File: src/pll_pd_pkg.sv
// Purpose: shared constants and types for the PLL charge-pump output block
// Assumes: APB with 32-bit data, one aligned word per register
// Notes: all offsets are byte addresses
package pll_pd_pkg;
  localparam int ADDR_W = 8;
  localparam int CNT_W = 16;
  localparam logic [ADDR_W-1:0] CTRL_OFF = 8'h00;
  localparam logic [ADDR_W-1:0] DIVN_OFF = 8'h04;
  localparam logic [ADDR_W-1:0] REFDIV_OFF = 8'h08;
  localparam logic [ADDR_W-1:0] STAT_OFF = 8'h0C;
  // control register fields
  localparam int CTRL_BAND_LSB = 0;
  localparam int CTRL_FM_BIT = 4;
  localparam int CTRL_SBEN_BIT = 8;
  localparam int CTRL_CSTOP_BIT = 9;
  localparam int CTRL_PSTOP_BIT = 10;
  localparam int CTRL_DZ_LSB = 12;
  localparam logic [31:0] CTRL_MASK = 32'h0000_F713;
  localparam logic [31:0] CTRL_RST = 32'h0000_0400;
  localparam logic [CNT_W-1:0] DIVN_RST = 16'h0001;
  localparam logic [CNT_W-1:0] REFDIV_RST = 16'h0001;
  // status register fields
  localparam int STAT_UP_BIT = 0;
  localparam int STAT_DOWN_BIT = 1;
  localparam int STAT_LOCK_BIT = 2;
  localparam int STAT_HIZ_BIT = 3;
  localparam int STAT_BAND_LSB = 4;
  localparam int STAT_FM_BIT = 6;
  // sub-pump modes on dead-zone bits b3,b2
  localparam logic [1:0] DZ_OFF = 2'h0;
  localparam logic [1:0] DZ_MAIN = 2'h1;
  localparam logic [1:0] DZ_INV = 2'h2;
  // nominal crystal on the crystal pins
  localparam int XTAL_FREQ_KHZ = 4500;
  typedef enum logic [1:0] {PUMP_HIZ, PUMP_UP, PUMP_DOWN} pump_t;
endpackage

File: src/pfd_if.sv
// Purpose: carries edge pulses and pump requests between control and detector
// Assumes: single pclk domain
// Notes: freeze clears the detector
`timescale 1ns/1ps
interface pfd_if;
  logic div_edge;
  logic ref_edge;
  logic freeze;
  logic up;
  logic down;
  modport det (input div_edge, input ref_edge, input freeze, output up, output down);
  modport ctl (output div_edge, output ref_edge, output freeze, input up, input down);
endinterface

File: src/phase_freq_det.sv
// Purpose: phase/frequency detector between divided oscillator and reference
// Assumes: edges are one-cycle pulses in the pclk domain
// Notes: up means divided oscillator leads, down means it lags
`timescale 1ns/1ps
module phase_freq_det (
  // clock and reset
  input wire logic pclk,
  input wire logic presetn,
  // detector side
  pfd_if.det pd
);
  logic up_r;
  logic up_nxt;
  logic down_r;
  logic down_nxt;

  always_comb
  begin
    up_nxt = up_r | pd.div_edge;
    down_nxt = down_r | pd.ref_edge;
    // both seen: frequencies match, pumps release
    if (up_nxt && down_nxt)
    begin
      up_nxt = 1'b0;
      down_nxt = 1'b0;
    end
    if (pd.freeze)
    begin
      up_nxt = 1'b0;
      down_nxt = 1'b0;
    end
  end

  always_ff @(posedge pclk or negedge presetn)
  begin
    if (!presetn)
    begin
      up_r <= 1'b0;
      down_r <= 1'b0;
    end
    else
    begin
      up_r <= up_nxt;
      down_r <= down_nxt;
    end
  end

  assign pd.up = up_r;
  assign pd.down = down_r;
endmodule

File: src/pll_phase_detector_outputs.sv
// Purpose: charge-pump outputs, oscillator select and APB registers of a tuning PLL
// Assumes: all pins synchronous to pclk; crystal_input far slower than pclk
// Notes: tristate pins are value plus enable, enable high while driving
//
// Contract
// - main pumps high above, low below reference
// - main pumps high impedance when frequencies match
// - main pumps released on standby request
// - main pumps released in stop and reset
// - fm input selected, band bits ignored
// - fm input disabled on standby request
// - fm input disabled in stop and reset
// - am input selected, low bits set band
// - dead-zone b3,b2 steer the fast-lock pump
// - inverted pump: low above, high below
// - inverted pump released when frequencies match
// - inverted pump released on standby request
// - inverted pump released in stop and reset
// - reference timing derived from crystal input
//
// Our own choices: the register addresses and the APB slave port.
`timescale 1ns/1ps
module pll_phase_detector_outputs (
  // apb
  input wire logic pclk,
  input wire logic presetn,
  input wire logic psel,
  input wire logic penable,
  input wire logic pwrite,
  input wire logic [7:0] paddr,
  input wire logic [31:0] pwdata,
  output logic [31:0] prdata,
  output logic pready,
  output logic pslverr,
  // crystal
  input wire logic crystal_input,
  output logic crystal_output,
  // oscillator inputs
  input wire logic fm_osc_input,
  input wire logic am_osc_input,
  // standby request, active low
  input wire logic standby_req_n,
  // charge pumps
  output logic main_pump_out_a,
  output logic main_pump_out_a_oe,
  output logic main_pump_out_b,
  output logic main_pump_out_b_oe,
  output logic inverted_pump_out,
  output logic inverted_pump_out_oe,
  output logic fast_lock_pump_out,
  output logic fast_lock_pump_out_oe
);
  pfd_if pd ();

  // registers
  logic [31:0] ctrl_r, ctrl_nxt;
  logic [15:0] divn_r, divn_nxt;
  logic [15:0] refdiv_r, refdiv_nxt;
  logic [31:0] prdata_r, prdata_nxt;
  logic pready_r, pready_nxt;
  logic pslverr_r, pslverr_nxt;
  logic [31:0] status;
  logic setup, wr_acc, mapped;

  // control fields
  logic fm_sel, standby_hold, hiz;
  logic [1:0] band, dz_mode;

  // divider state
  logic por_done_r, xtal_d_r, osc_d_r, osc_in;
  logic [15:0] div_cnt_r, div_cnt_nxt;
  logic [15:0] ref_cnt_r, ref_cnt_nxt;
  logic div_pulse_r, div_pulse_nxt;
  logic ref_pulse_r, ref_pulse_nxt;

  // pump outputs
  pll_pd_pkg::pump_t pump;
  logic [7:0] pins_r, pins_nxt;

  assign fm_sel = ctrl_r[pll_pd_pkg::CTRL_FM_BIT];
  assign band = ctrl_r[pll_pd_pkg::CTRL_BAND_LSB +: 2];
  assign dz_mode = ctrl_r[pll_pd_pkg::CTRL_DZ_LSB + 2 +: 2];
  assign standby_hold = !standby_req_n && ctrl_r[pll_pd_pkg::CTRL_SBEN_BIT];
  // any release condition wins over the comparison
  assign hiz = standby_hold || ctrl_r[pll_pd_pkg::CTRL_CSTOP_BIT]
    || ctrl_r[pll_pd_pkg::CTRL_PSTOP_BIT] || !por_done_r;

  // fm path gated off under any release condition; am path carries band
  always_comb
  begin
    if (fm_sel)
      osc_in = fm_osc_input && !hiz;
    else
      osc_in = am_osc_input;
  end

  // divide-by-N of the selected oscillator and crystal reference divider
  always_comb
  begin
    div_cnt_nxt = div_cnt_r;
    div_pulse_nxt = 1'b0;
    ref_cnt_nxt = ref_cnt_r;
    ref_pulse_nxt = 1'b0;
    if (osc_in && !osc_d_r)
    begin
      if (div_cnt_r >= divn_r)
      begin
        div_cnt_nxt = 16'h0001;
        div_pulse_nxt = 1'b1;
      end
      else
        div_cnt_nxt = div_cnt_r + 16'h0001;
    end
    if (crystal_input && !xtal_d_r)
    begin
      if (ref_cnt_r >= refdiv_r)
      begin
        ref_cnt_nxt = 16'h0001;
        ref_pulse_nxt = 1'b1;
      end
      else
        ref_cnt_nxt = ref_cnt_r + 16'h0001;
    end
  end

  always_ff @(posedge pclk or negedge presetn)
  begin
    if (!presetn)
    begin
      por_done_r <= 1'b0;
      xtal_d_r <= 1'b0;
      osc_d_r <= 1'b0;
      div_cnt_r <= 16'h0001;
      ref_cnt_r <= 16'h0001;
      div_pulse_r <= 1'b0;
      ref_pulse_r <= 1'b0;
    end
    else
    begin
      por_done_r <= 1'b1;
      xtal_d_r <= crystal_input;
      osc_d_r <= osc_in;
      div_cnt_r <= div_cnt_nxt;
      ref_cnt_r <= ref_cnt_nxt;
      div_pulse_r <= div_pulse_nxt;
      ref_pulse_r <= ref_pulse_nxt;
    end
  end

  assign pd.div_edge = div_pulse_r;
  assign pd.ref_edge = ref_pulse_r;
  assign pd.freeze = hiz;

  phase_freq_det u_det (
    .pclk(pclk),
    .presetn(presetn),
    .pd(pd.det)
  );

  always_comb
  begin
    if (hiz)
      pump = pll_pd_pkg::PUMP_HIZ;
    else if (pd.up)
      pump = pll_pd_pkg::PUMP_UP;
    else if (pd.down)
      pump = pll_pd_pkg::PUMP_DOWN;
    else
      pump = pll_pd_pkg::PUMP_HIZ;
  end

  // pins_r: {a, a_oe, b, b_oe, inv, inv_oe, fast, fast_oe}
  always_comb
  begin
    pins_nxt = 8'h00;
    unique case (pump)
      pll_pd_pkg::PUMP_UP: pins_nxt[7:2] = 6'h3D;
      pll_pd_pkg::PUMP_DOWN: pins_nxt[7:2] = 6'h17;
      pll_pd_pkg::PUMP_HIZ: pins_nxt[7:2] = 6'h00;
    endcase
    if (pump != pll_pd_pkg::PUMP_HIZ)
    begin
      if (dz_mode == pll_pd_pkg::DZ_MAIN)
      begin
        pins_nxt[1:0] = {pins_nxt[7], 1'b1};
      end
      else if (dz_mode == pll_pd_pkg::DZ_INV)
      begin
        pins_nxt[1:0] = {pins_nxt[3], 1'b1};
      end
    end
  end

  always_ff @(posedge pclk or negedge presetn)
  begin
    if (!presetn)
    begin
      pins_r <= 8'h00;
      crystal_output <= 1'b0;
    end
    else
    begin
      pins_r <= pins_nxt;
      crystal_output <= !crystal_input;
    end
  end

  assign main_pump_out_a = pins_r[7];
  assign main_pump_out_a_oe = pins_r[6];
  assign main_pump_out_b = pins_r[5];
  assign main_pump_out_b_oe = pins_r[4];
  assign inverted_pump_out = pins_r[3];
  assign inverted_pump_out_oe = pins_r[2];
  assign fast_lock_pump_out = pins_r[1];
  assign fast_lock_pump_out_oe = pins_r[0];

  // apb slave, answers in the first access cycle
  assign setup = psel && !penable;
  assign wr_acc = psel && penable && pready_r && pwrite && !pslverr_r;
  assign mapped = paddr == pll_pd_pkg::CTRL_OFF || paddr == pll_pd_pkg::DIVN_OFF
    || paddr == pll_pd_pkg::REFDIV_OFF || paddr == pll_pd_pkg::STAT_OFF;

  always_comb
  begin
    status = 32'h0000_0000;
    status[pll_pd_pkg::STAT_UP_BIT] = pd.up;
    status[pll_pd_pkg::STAT_DOWN_BIT] = pd.down;
    status[pll_pd_pkg::STAT_LOCK_BIT] = !pd.up && !pd.down && !hiz;
    status[pll_pd_pkg::STAT_HIZ_BIT] = hiz;
    // band only meaningful on the am path
    status[pll_pd_pkg::STAT_BAND_LSB +: 2] = fm_sel ? 2'h0 : band;
    status[pll_pd_pkg::STAT_FM_BIT] = fm_sel;
  end

  always_comb
  begin
    ctrl_nxt = ctrl_r;
    divn_nxt = divn_r;
    refdiv_nxt = refdiv_r;
    prdata_nxt = prdata_r;
    pready_nxt = setup;
    pslverr_nxt = setup && !mapped;
    if (setup)
    begin
      unique case (paddr)
        pll_pd_pkg::CTRL_OFF: prdata_nxt = ctrl_r;
        pll_pd_pkg::DIVN_OFF: prdata_nxt = {16'h0000, divn_r};
        pll_pd_pkg::REFDIV_OFF: prdata_nxt = {16'h0000, refdiv_r};
        pll_pd_pkg::STAT_OFF: prdata_nxt = status;
        default: prdata_nxt = 32'h0000_0000;
      endcase
    end
    if (wr_acc)
    begin
      unique case (paddr)
        pll_pd_pkg::CTRL_OFF: ctrl_nxt = pwdata & pll_pd_pkg::CTRL_MASK;
        pll_pd_pkg::DIVN_OFF: divn_nxt = pwdata[15:0];
        pll_pd_pkg::REFDIV_OFF: refdiv_nxt = pwdata[15:0];
        default: ctrl_nxt = ctrl_r;
      endcase
    end
  end

  always_ff @(posedge pclk or negedge presetn)
  begin
    if (!presetn)
    begin
      ctrl_r <= pll_pd_pkg::CTRL_RST;
      divn_r <= pll_pd_pkg::DIVN_RST;
      refdiv_r <= pll_pd_pkg::REFDIV_RST;
      prdata_r <= 32'h0000_0000;
      pready_r <= 1'b0;
      pslverr_r <= 1'b0;
    end
    else
    begin
      ctrl_r <= ctrl_nxt;
      divn_r <= divn_nxt;
      refdiv_r <= refdiv_nxt;
      prdata_r <= prdata_nxt;
      pready_r <= pready_nxt;
      pslverr_r <= pslverr_nxt;
    end
  end

  assign prdata = prdata_r;
  assign pready = pready_r;
  assign pslverr = pslverr_r;
endmodule

File: config.mk
export PLATFORM = sky130hd
export DESIGN_NAME = pll_phase_detector_outputs
export DESIGN_NICKNAME = d
export VERILOG_FILES = /design/src/pll_pd_pkg.sv /design/src/pfd_if.sv /design/src/phase_freq_det.sv /design/src/pll_phase_detector_outputs.sv
export SDC_FILE = /design/constraint.sdc
export NUM_CORES = 1
export LEC_CHECK = 0
export BUFFER_PORTS_ARGS = -buffer_cell sky130_fd_sc_hd__buf_2
export CORE_MARGIN = 2
export CORE_UTILIZATION = 50
export CTS_CLUSTER_DIAMETER = 50
export DETAILED_ROUTE_END_ITERATION = 6
export PLACE_DENSITY = 0.82
export SYNTH_ARGS = -nofsm -noshare
export SYNTH_HDL_FRONTEND = slang
export SYNTH_SLANG_ARGS = --single-unit
File: constraint.sdc
create_clock -name pclk -period 3.9 [get_ports pclk]
set_input_delay 0 -clock pclk [delete_from_list [all_inputs] [get_ports pclk]]
set_output_delay 0 -clock pclk [all_outputs]
set_load 0.05 [all_outputs]
# Yosys cells after proc, flatten, opt, wreduce, memory -nomap -nowiden
# Index checks and enable logic that the tools add are counted.
dict set report word_totals {
  ff_bits 124
  latch_bits 0
  mem_bits_rw 0
  mem_bits_ro 0
  elab_cells 86
  memories 0
}
dict set report op_classes {
  addsub 2
  multipliers 0
  div_mod_pow 0
  n_lt_le_gt_ge 2
  eq_ne 7
  n_shift 0
  muxes 20
  bitwise_logic 2
  reduce_logical 36
}
# operator n
set ops {}
lappend ops {{$pmux 16 s4} 1}
lappend ops {{$add 16x1->16 const B} 2}
lappend ops {{$ge 16x16->1} 2}
lappend ops {{$mux 16} 2}
lappend ops {{$pmux 6 s3} 1}
lappend ops {{$eq 8x4->1 const B} 2}
lappend ops {{$mux 2} 7}
lappend ops {{$logic_and 1x1->1} 13}
lappend ops {{$logic_not 1->1} 11}
lappend ops {{$mux 1} 9}
lappend ops {{$eq 8x3->1 const B} 1}
lappend ops {{$logic_not 8->1} 1}
lappend ops {{$logic_or 1x1->1} 6}
lappend ops {{$reduce_and 2->1} 3}
lappend ops {{$eq 2x1->1 const B} 2}
lappend ops {{$eq 2x2->1 const B} 2}
lappend ops {{$logic_not 2->1} 1}
lappend ops {{$or 1x1->1} 2}
lappend ops {{$reduce_bool 2->1} 1}

# Logic depth before layout (Yosys ltp)
dict set report logic_depth {
  ltp_word 11
  depth_mapped 9
  depth_no_buf 8
}

# Hierarchy
# Synthesis repeated with hierarchy kept, for this count alone.
dict set report hier_totals {
  cells_unflattened 541
  hier_area_um2 5557.8
}
# module instances cells_each area_per_inst_um2
set by_module_without_submodules {}
lappend by_module_without_submodules {pll_phase_detector_outputs 1 535 5487.8}
lappend by_module_without_submodules {phase_freq_det 1 6 70.1}

# Worst setup path before layout
# Ideal clock, no wire load.
dict set report synth_path {
  path_kind {reg-to-reg}
  start {reg ref_cnt_r[0]}
  end {reg ref_cnt_r[10]}
  setup_ps 71
  arrival_time_ps 2127
  required_time_ps 3829
  slack_ps 1701
  stages_incl_launch_ff 10
  path_buffers 1
  path_cell_list {dfstp_2 -> inv_1 -> ha_1 -> nand2b_1 -> a2111oi_0 -> o21ai_1 -> a211oi_2 -> nor2_1 -> buf_2 -> nor2_1}
}
dict set report synth_via {
  elab_chain_cells 2
}
# element line
set synth_lines {}
lappend synth_lines {{start: declaration} pll_phase_detector_outputs.sv:72} ;# logic [15:0] ref_cnt_r, ref_cnt_nxt;
lappend synth_lines {{start signal: assignment} pll_phase_detector_outputs.sv:144} ;# ref_cnt_r <= ref_cnt_nxt;
lappend synth_lines {{$add 16x1->16 / $ge 16x16->1 (equally long branches)} {pll_phase_detector_outputs.sv:122, pll_phase_detector_outputs.sv:116}}
lappend synth_lines {{$mux 16 (*)} pll_phase_detector_outputs.sv:116} ;# if (ref_cnt_r >= refdiv_r)
# Mark *: on every way between the ends. The rest lies on a longest branch, timed or not.
# A chain may end at the register's enable or synchronous reset.

# Worst setup path in the final report
dict set report layout_path {
  start {reg divn_r[2]}
  end {reg div_cnt_r[6]}
}
dict set report layout_via {
  elab_chain_cells 2
}
# element line
set layout_lines {}
lappend layout_lines {{start: declaration} pll_phase_detector_outputs.sv:57} ;# logic [15:0] divn_r, divn_nxt;
lappend layout_lines {{start signal: assignment} pll_phase_detector_outputs.sv:269} ;# divn_r <= pll_pd_pkg::DIVN_RST;
lappend layout_lines {{start signal: assignment} pll_phase_detector_outputs.sv:278} ;# divn_r <= divn_nxt;
lappend layout_lines {{$ge 16x16->1} pll_phase_detector_outputs.sv:106} ;# if (div_cnt_r >= divn_r)
lappend layout_lines {{$mux 16} pll_phase_detector_outputs.sv:106}
lappend layout_lines {{end signal: assignment} pll_phase_detector_outputs.sv:143} ;# div_cnt_r <= div_cnt_nxt;
lappend layout_lines {{end: declaration} pll_phase_detector_outputs.sv:71} ;# logic [15:0] div_cnt_r, div_cnt_nxt;
# No other way between the ends.

==> results.py <==
metrics = {
    "yosys": {
        "ys_warn_count": 0,
        "async_flop_share_pct": 100,
        "syn_inst": 536,
        "synth_cell_types": 51,
        "avgSynthCellArea_um2": 10.4,
        "synth_edf_count": 0,
        "yosysSeqAreaShare_pct": 47.4,
        "synth_area_um2": 5550,
        "ys.flop_type": "dfrtp_1",
        "synth_seq_cells": 105,
    },
    "final_layout": {
        "instances_no_fill": 754,
        "area_delta_synth_final_pct": 12.8,
        "nets": 695,
        "drive_above_1_share_pct": 20.8,
        "num_antenna_cells": 0,
    },
    "critical_path": {
        "cp_max_fo": 15,
        "crit_arrival_ns": 2.96,
        "r2r_slack_ns": 1.26,
        "crit_path_end_kind": "flop",
        "critPathMaxStageDelay_ns": 0.45,
        "critical-path-slowest-cell": "nor2b_1",
        "crit_type": "reg2reg",
        "r2r-end": "div_cnt_r[6]",
        "r2r_cells": 9,
        "rr_startpoint": "divn_r[2]",
        "worstPathCellList": "inv_1, ha_1, a211o_1, a31oi_1, o31ai_1, a2111oi_4, buf_4, nor2b_1, a22o_1",
        "crit_required_ns": 4.22,
        "start_kind": "flop",
    },
    "power": {
        "power_density_nw_per_um2": 355,
        "cellLeakagePower_nw": 3.06,
        "peakVddDrop_mv": 0.251,
    },
    "timing": {
        "hold_violations": 0,
        "fmaxAchievable_ghz": 0.379,
        "worst_hold_slack_ns": 0.0361,
        "skew_ns": 0.0168,
        "period_needed_ns": 2.64,
        "rsz0062_at_grt": "no",
        "worstMarginPinSlew_ns": 0.872,
        "finalMaxSlewViolations": 0,
        "max_slew_margin_pct": 41.7,
        "fin_setup_tns_ns": 0,
        "final-setup-viol-count": 0,
        "period_share_pct": 67.6,
    },
    "clocking": {
        "clkTransAtPathRegs_ns": 0.10,
        "cts-root-buf": "clkbuf_8",
        "cts_buffers": 9,
        "cts_resized": 0,
        "cts_sinks": 105,
        "h-tree-depth": 3,
        "clk_path_buf_depth": 2,
        "cts_tree": "yes",
        "clock_latency_ns": 0.38,
    },
    "hold_path": {
        "hold_end": "osc_d_r",
        "hp-class": "in2reg",
        "min-delay-start": "am_osc_input",
        "holdPathStages": 3,
    },
    "route": {
        "via_count": 4235,
        "drc": 0,
        "final_antenna_net_count": 0,
        "firstDrtPassIters": 4,
        "wl_per_cell_um": 16.9,
        "wl_um": 12700,
        "drtIter0Drc": 248,
        "viasPerCell": 5.62,
    },
    "global_route": {
        "groute.usage.overall_pct": 22.8,
        "grt_pass1_wl_um": 20700,
        "grt_pass1_vias": 4264,
        "antenna_found_initial": 0,
        "grt.overflow.total": 0,
        "grt_max_degree": 60,
    },
    "floorplan": {
        "die_width_um": 109,
        "core_area_um2": 10800,
        "die-height_um": 109,
        "rows": 38,
        "initial_utilization_pct": 51.2,
        "io_pins": 92,
        "dieArea_um2": 12000,
    },
    "status": {
        "status": "finished, final reports clean",
    },
    "placed_design": {
        "dp_cells": 717,
        "hpwl_um": 9340,
        "place_congestion": 0.891,
        "io_buffers": 59,
    },
    "run": {
        "cap_violations": 0,
    },
}
==> registers in the layout, indices dropped and copies added (netlist names), 5 cells and up <==
name and count:
div_cnt_r 16, pins_r 5, refdiv_r 16, divn_r 16
ctrl_r 10, prdata 16, ref_cnt_r 16
==> critical path, delay by kind of cell (launching register included) <==
kind	cells	cell delay [ns]
buf+inv	2	0.31
fa+ha+maj	1	0.30
compound gates	5	1.11
flops	1	0.41
simple gates	1	0.45
==> cell families (layout without fill, tap and decap cells) <==
| group | after synthesis | in the layout | share of synthesized area [%] |
|---|---|---|---|
| compound gates | 87 | 87 | 10.7 |
| xor+xnor | 16 | 16 | 2.52 |
| fa+ha+maj | 36 | 36 | 8.11 |
| buf+inv | 75 | 138 | 6.53 |
| flops | 105 | 105 | 47.4 |
| mux | 53 | 53 | 10.9 |
| other cells | 2 | 17 | 0.135 |
| simple gates | 162 | 162 | 13.6 |
==> through the flow <==
| step | setup WS [ns] | total power [W] | area, um2 | utilization [%] |
|---|---|---|---|---|
| 2_1_floorplan | 1.70 | 0.00152 | 5610 | - |
| 3_3_place_gp | 1.34 | 0.00160 | 5890 | 54.3 |
| 3_5_place_dp | 1.27 | 0.00163 | 5890 | 54.3 |
| 4_1_cts | 1.25 | 0.00222 | 6270 | 57.8 |
| 5_1_grt | 1.06 | 0.00233 | 6270 | 57.8 |
| 6_report | 1.26 | 0.00222 | 6270 | 57.8 |
==> routing by layer <==
metal  part of all wire, %  vias up  wire [um]  global-route usage (%)
met5                     0        -          0                       0
met4                   3.2        0        407                    11.7
met3                   6.2       30        788                    3.44
met2                    48      165       6140                    38.2
met1                    42     2057       5390                    28.6
li1                      -     1983          -                       -
==> worst max path at each step <==
stage                  from             to  depth (start not counted)
6_report          divn_r[2]   div_cnt_r[6]                          9
5_1_grt        div_cnt_r[0]   div_cnt_r[7]                          9
4_1_cts           divn_r[2]   div_cnt_r[6]                          9
3_5_place_dp   div_cnt_r[0]   div_cnt_r[6]                          9
3_3_place_gp      divn_r[2]   div_cnt_r[3]                          9
2_1_floorplan  ref_cnt_r[0]  ref_cnt_r[10]                          9
==> synthesized netlist by cell type (all sizes together) (6+ instances only) <==
cell type | count | area share [%]
a21oi | 15 | 1.4
a22oi | 7 | 0.95
nand3 | 16 | 1.4
inv | 40 | 2.7
a22o | 8 | 1.3
xor2 | 10 | 1.6
mux2i | 9 | 1.6
xnor2 | 6 | 0.95
nand4 | 12 | 1.4
nand2b | 7 | 0.79
clkbuf | 9 | 0.61
o21ai | 25 | 2.3
ha | 36 | 8.1
dfrtp | 100 | 45
mux2 | 42 | 8.5
buf | 26 | 3.2
nand2 | 44 | 3.0
a21o | 7 | 0.95
nor2 | 54 | 3.6
==> timing repair <==
action	CTS	global route
hold endpoints to repair	102	0
hold buffers	22	0
buffers inserted	0	0
==> power by group <==
part	total [W]	switching, W	internal (W)
clock	0.000600	0.000368	0.000232
combinational	0.000426	0.000274	0.000152
sequential	0.00120	0.0000583	0.00114
total	0.00222	0.000701	0.00152
==> cell type report <==
type	count	area, um2
Timing Repair Buffer	83	533
Clock buffer	11	131
Sequential cell	105	2630
Clock inverter	4	30.0
Tap cell	140	175
Multi-Input combinational cell	371	2610
Inverter	40	150
Fill cell	867	4570
==> cells in the final DEF (no fill, tap or decap), drive strengths merged, types with 16 or more instances in the layout <==
cell         netlist  routed
ha                36      36
mux2              42      42
nor2              54      54
dfrtp            100     100
o21ai             25      25
dlygate4sd3        0      22
nand3             16      16
nand2             44      44
conb               2      17
inv               40      41
buf               26      61
No activity file was read; power rests on OpenSTA's default activity.
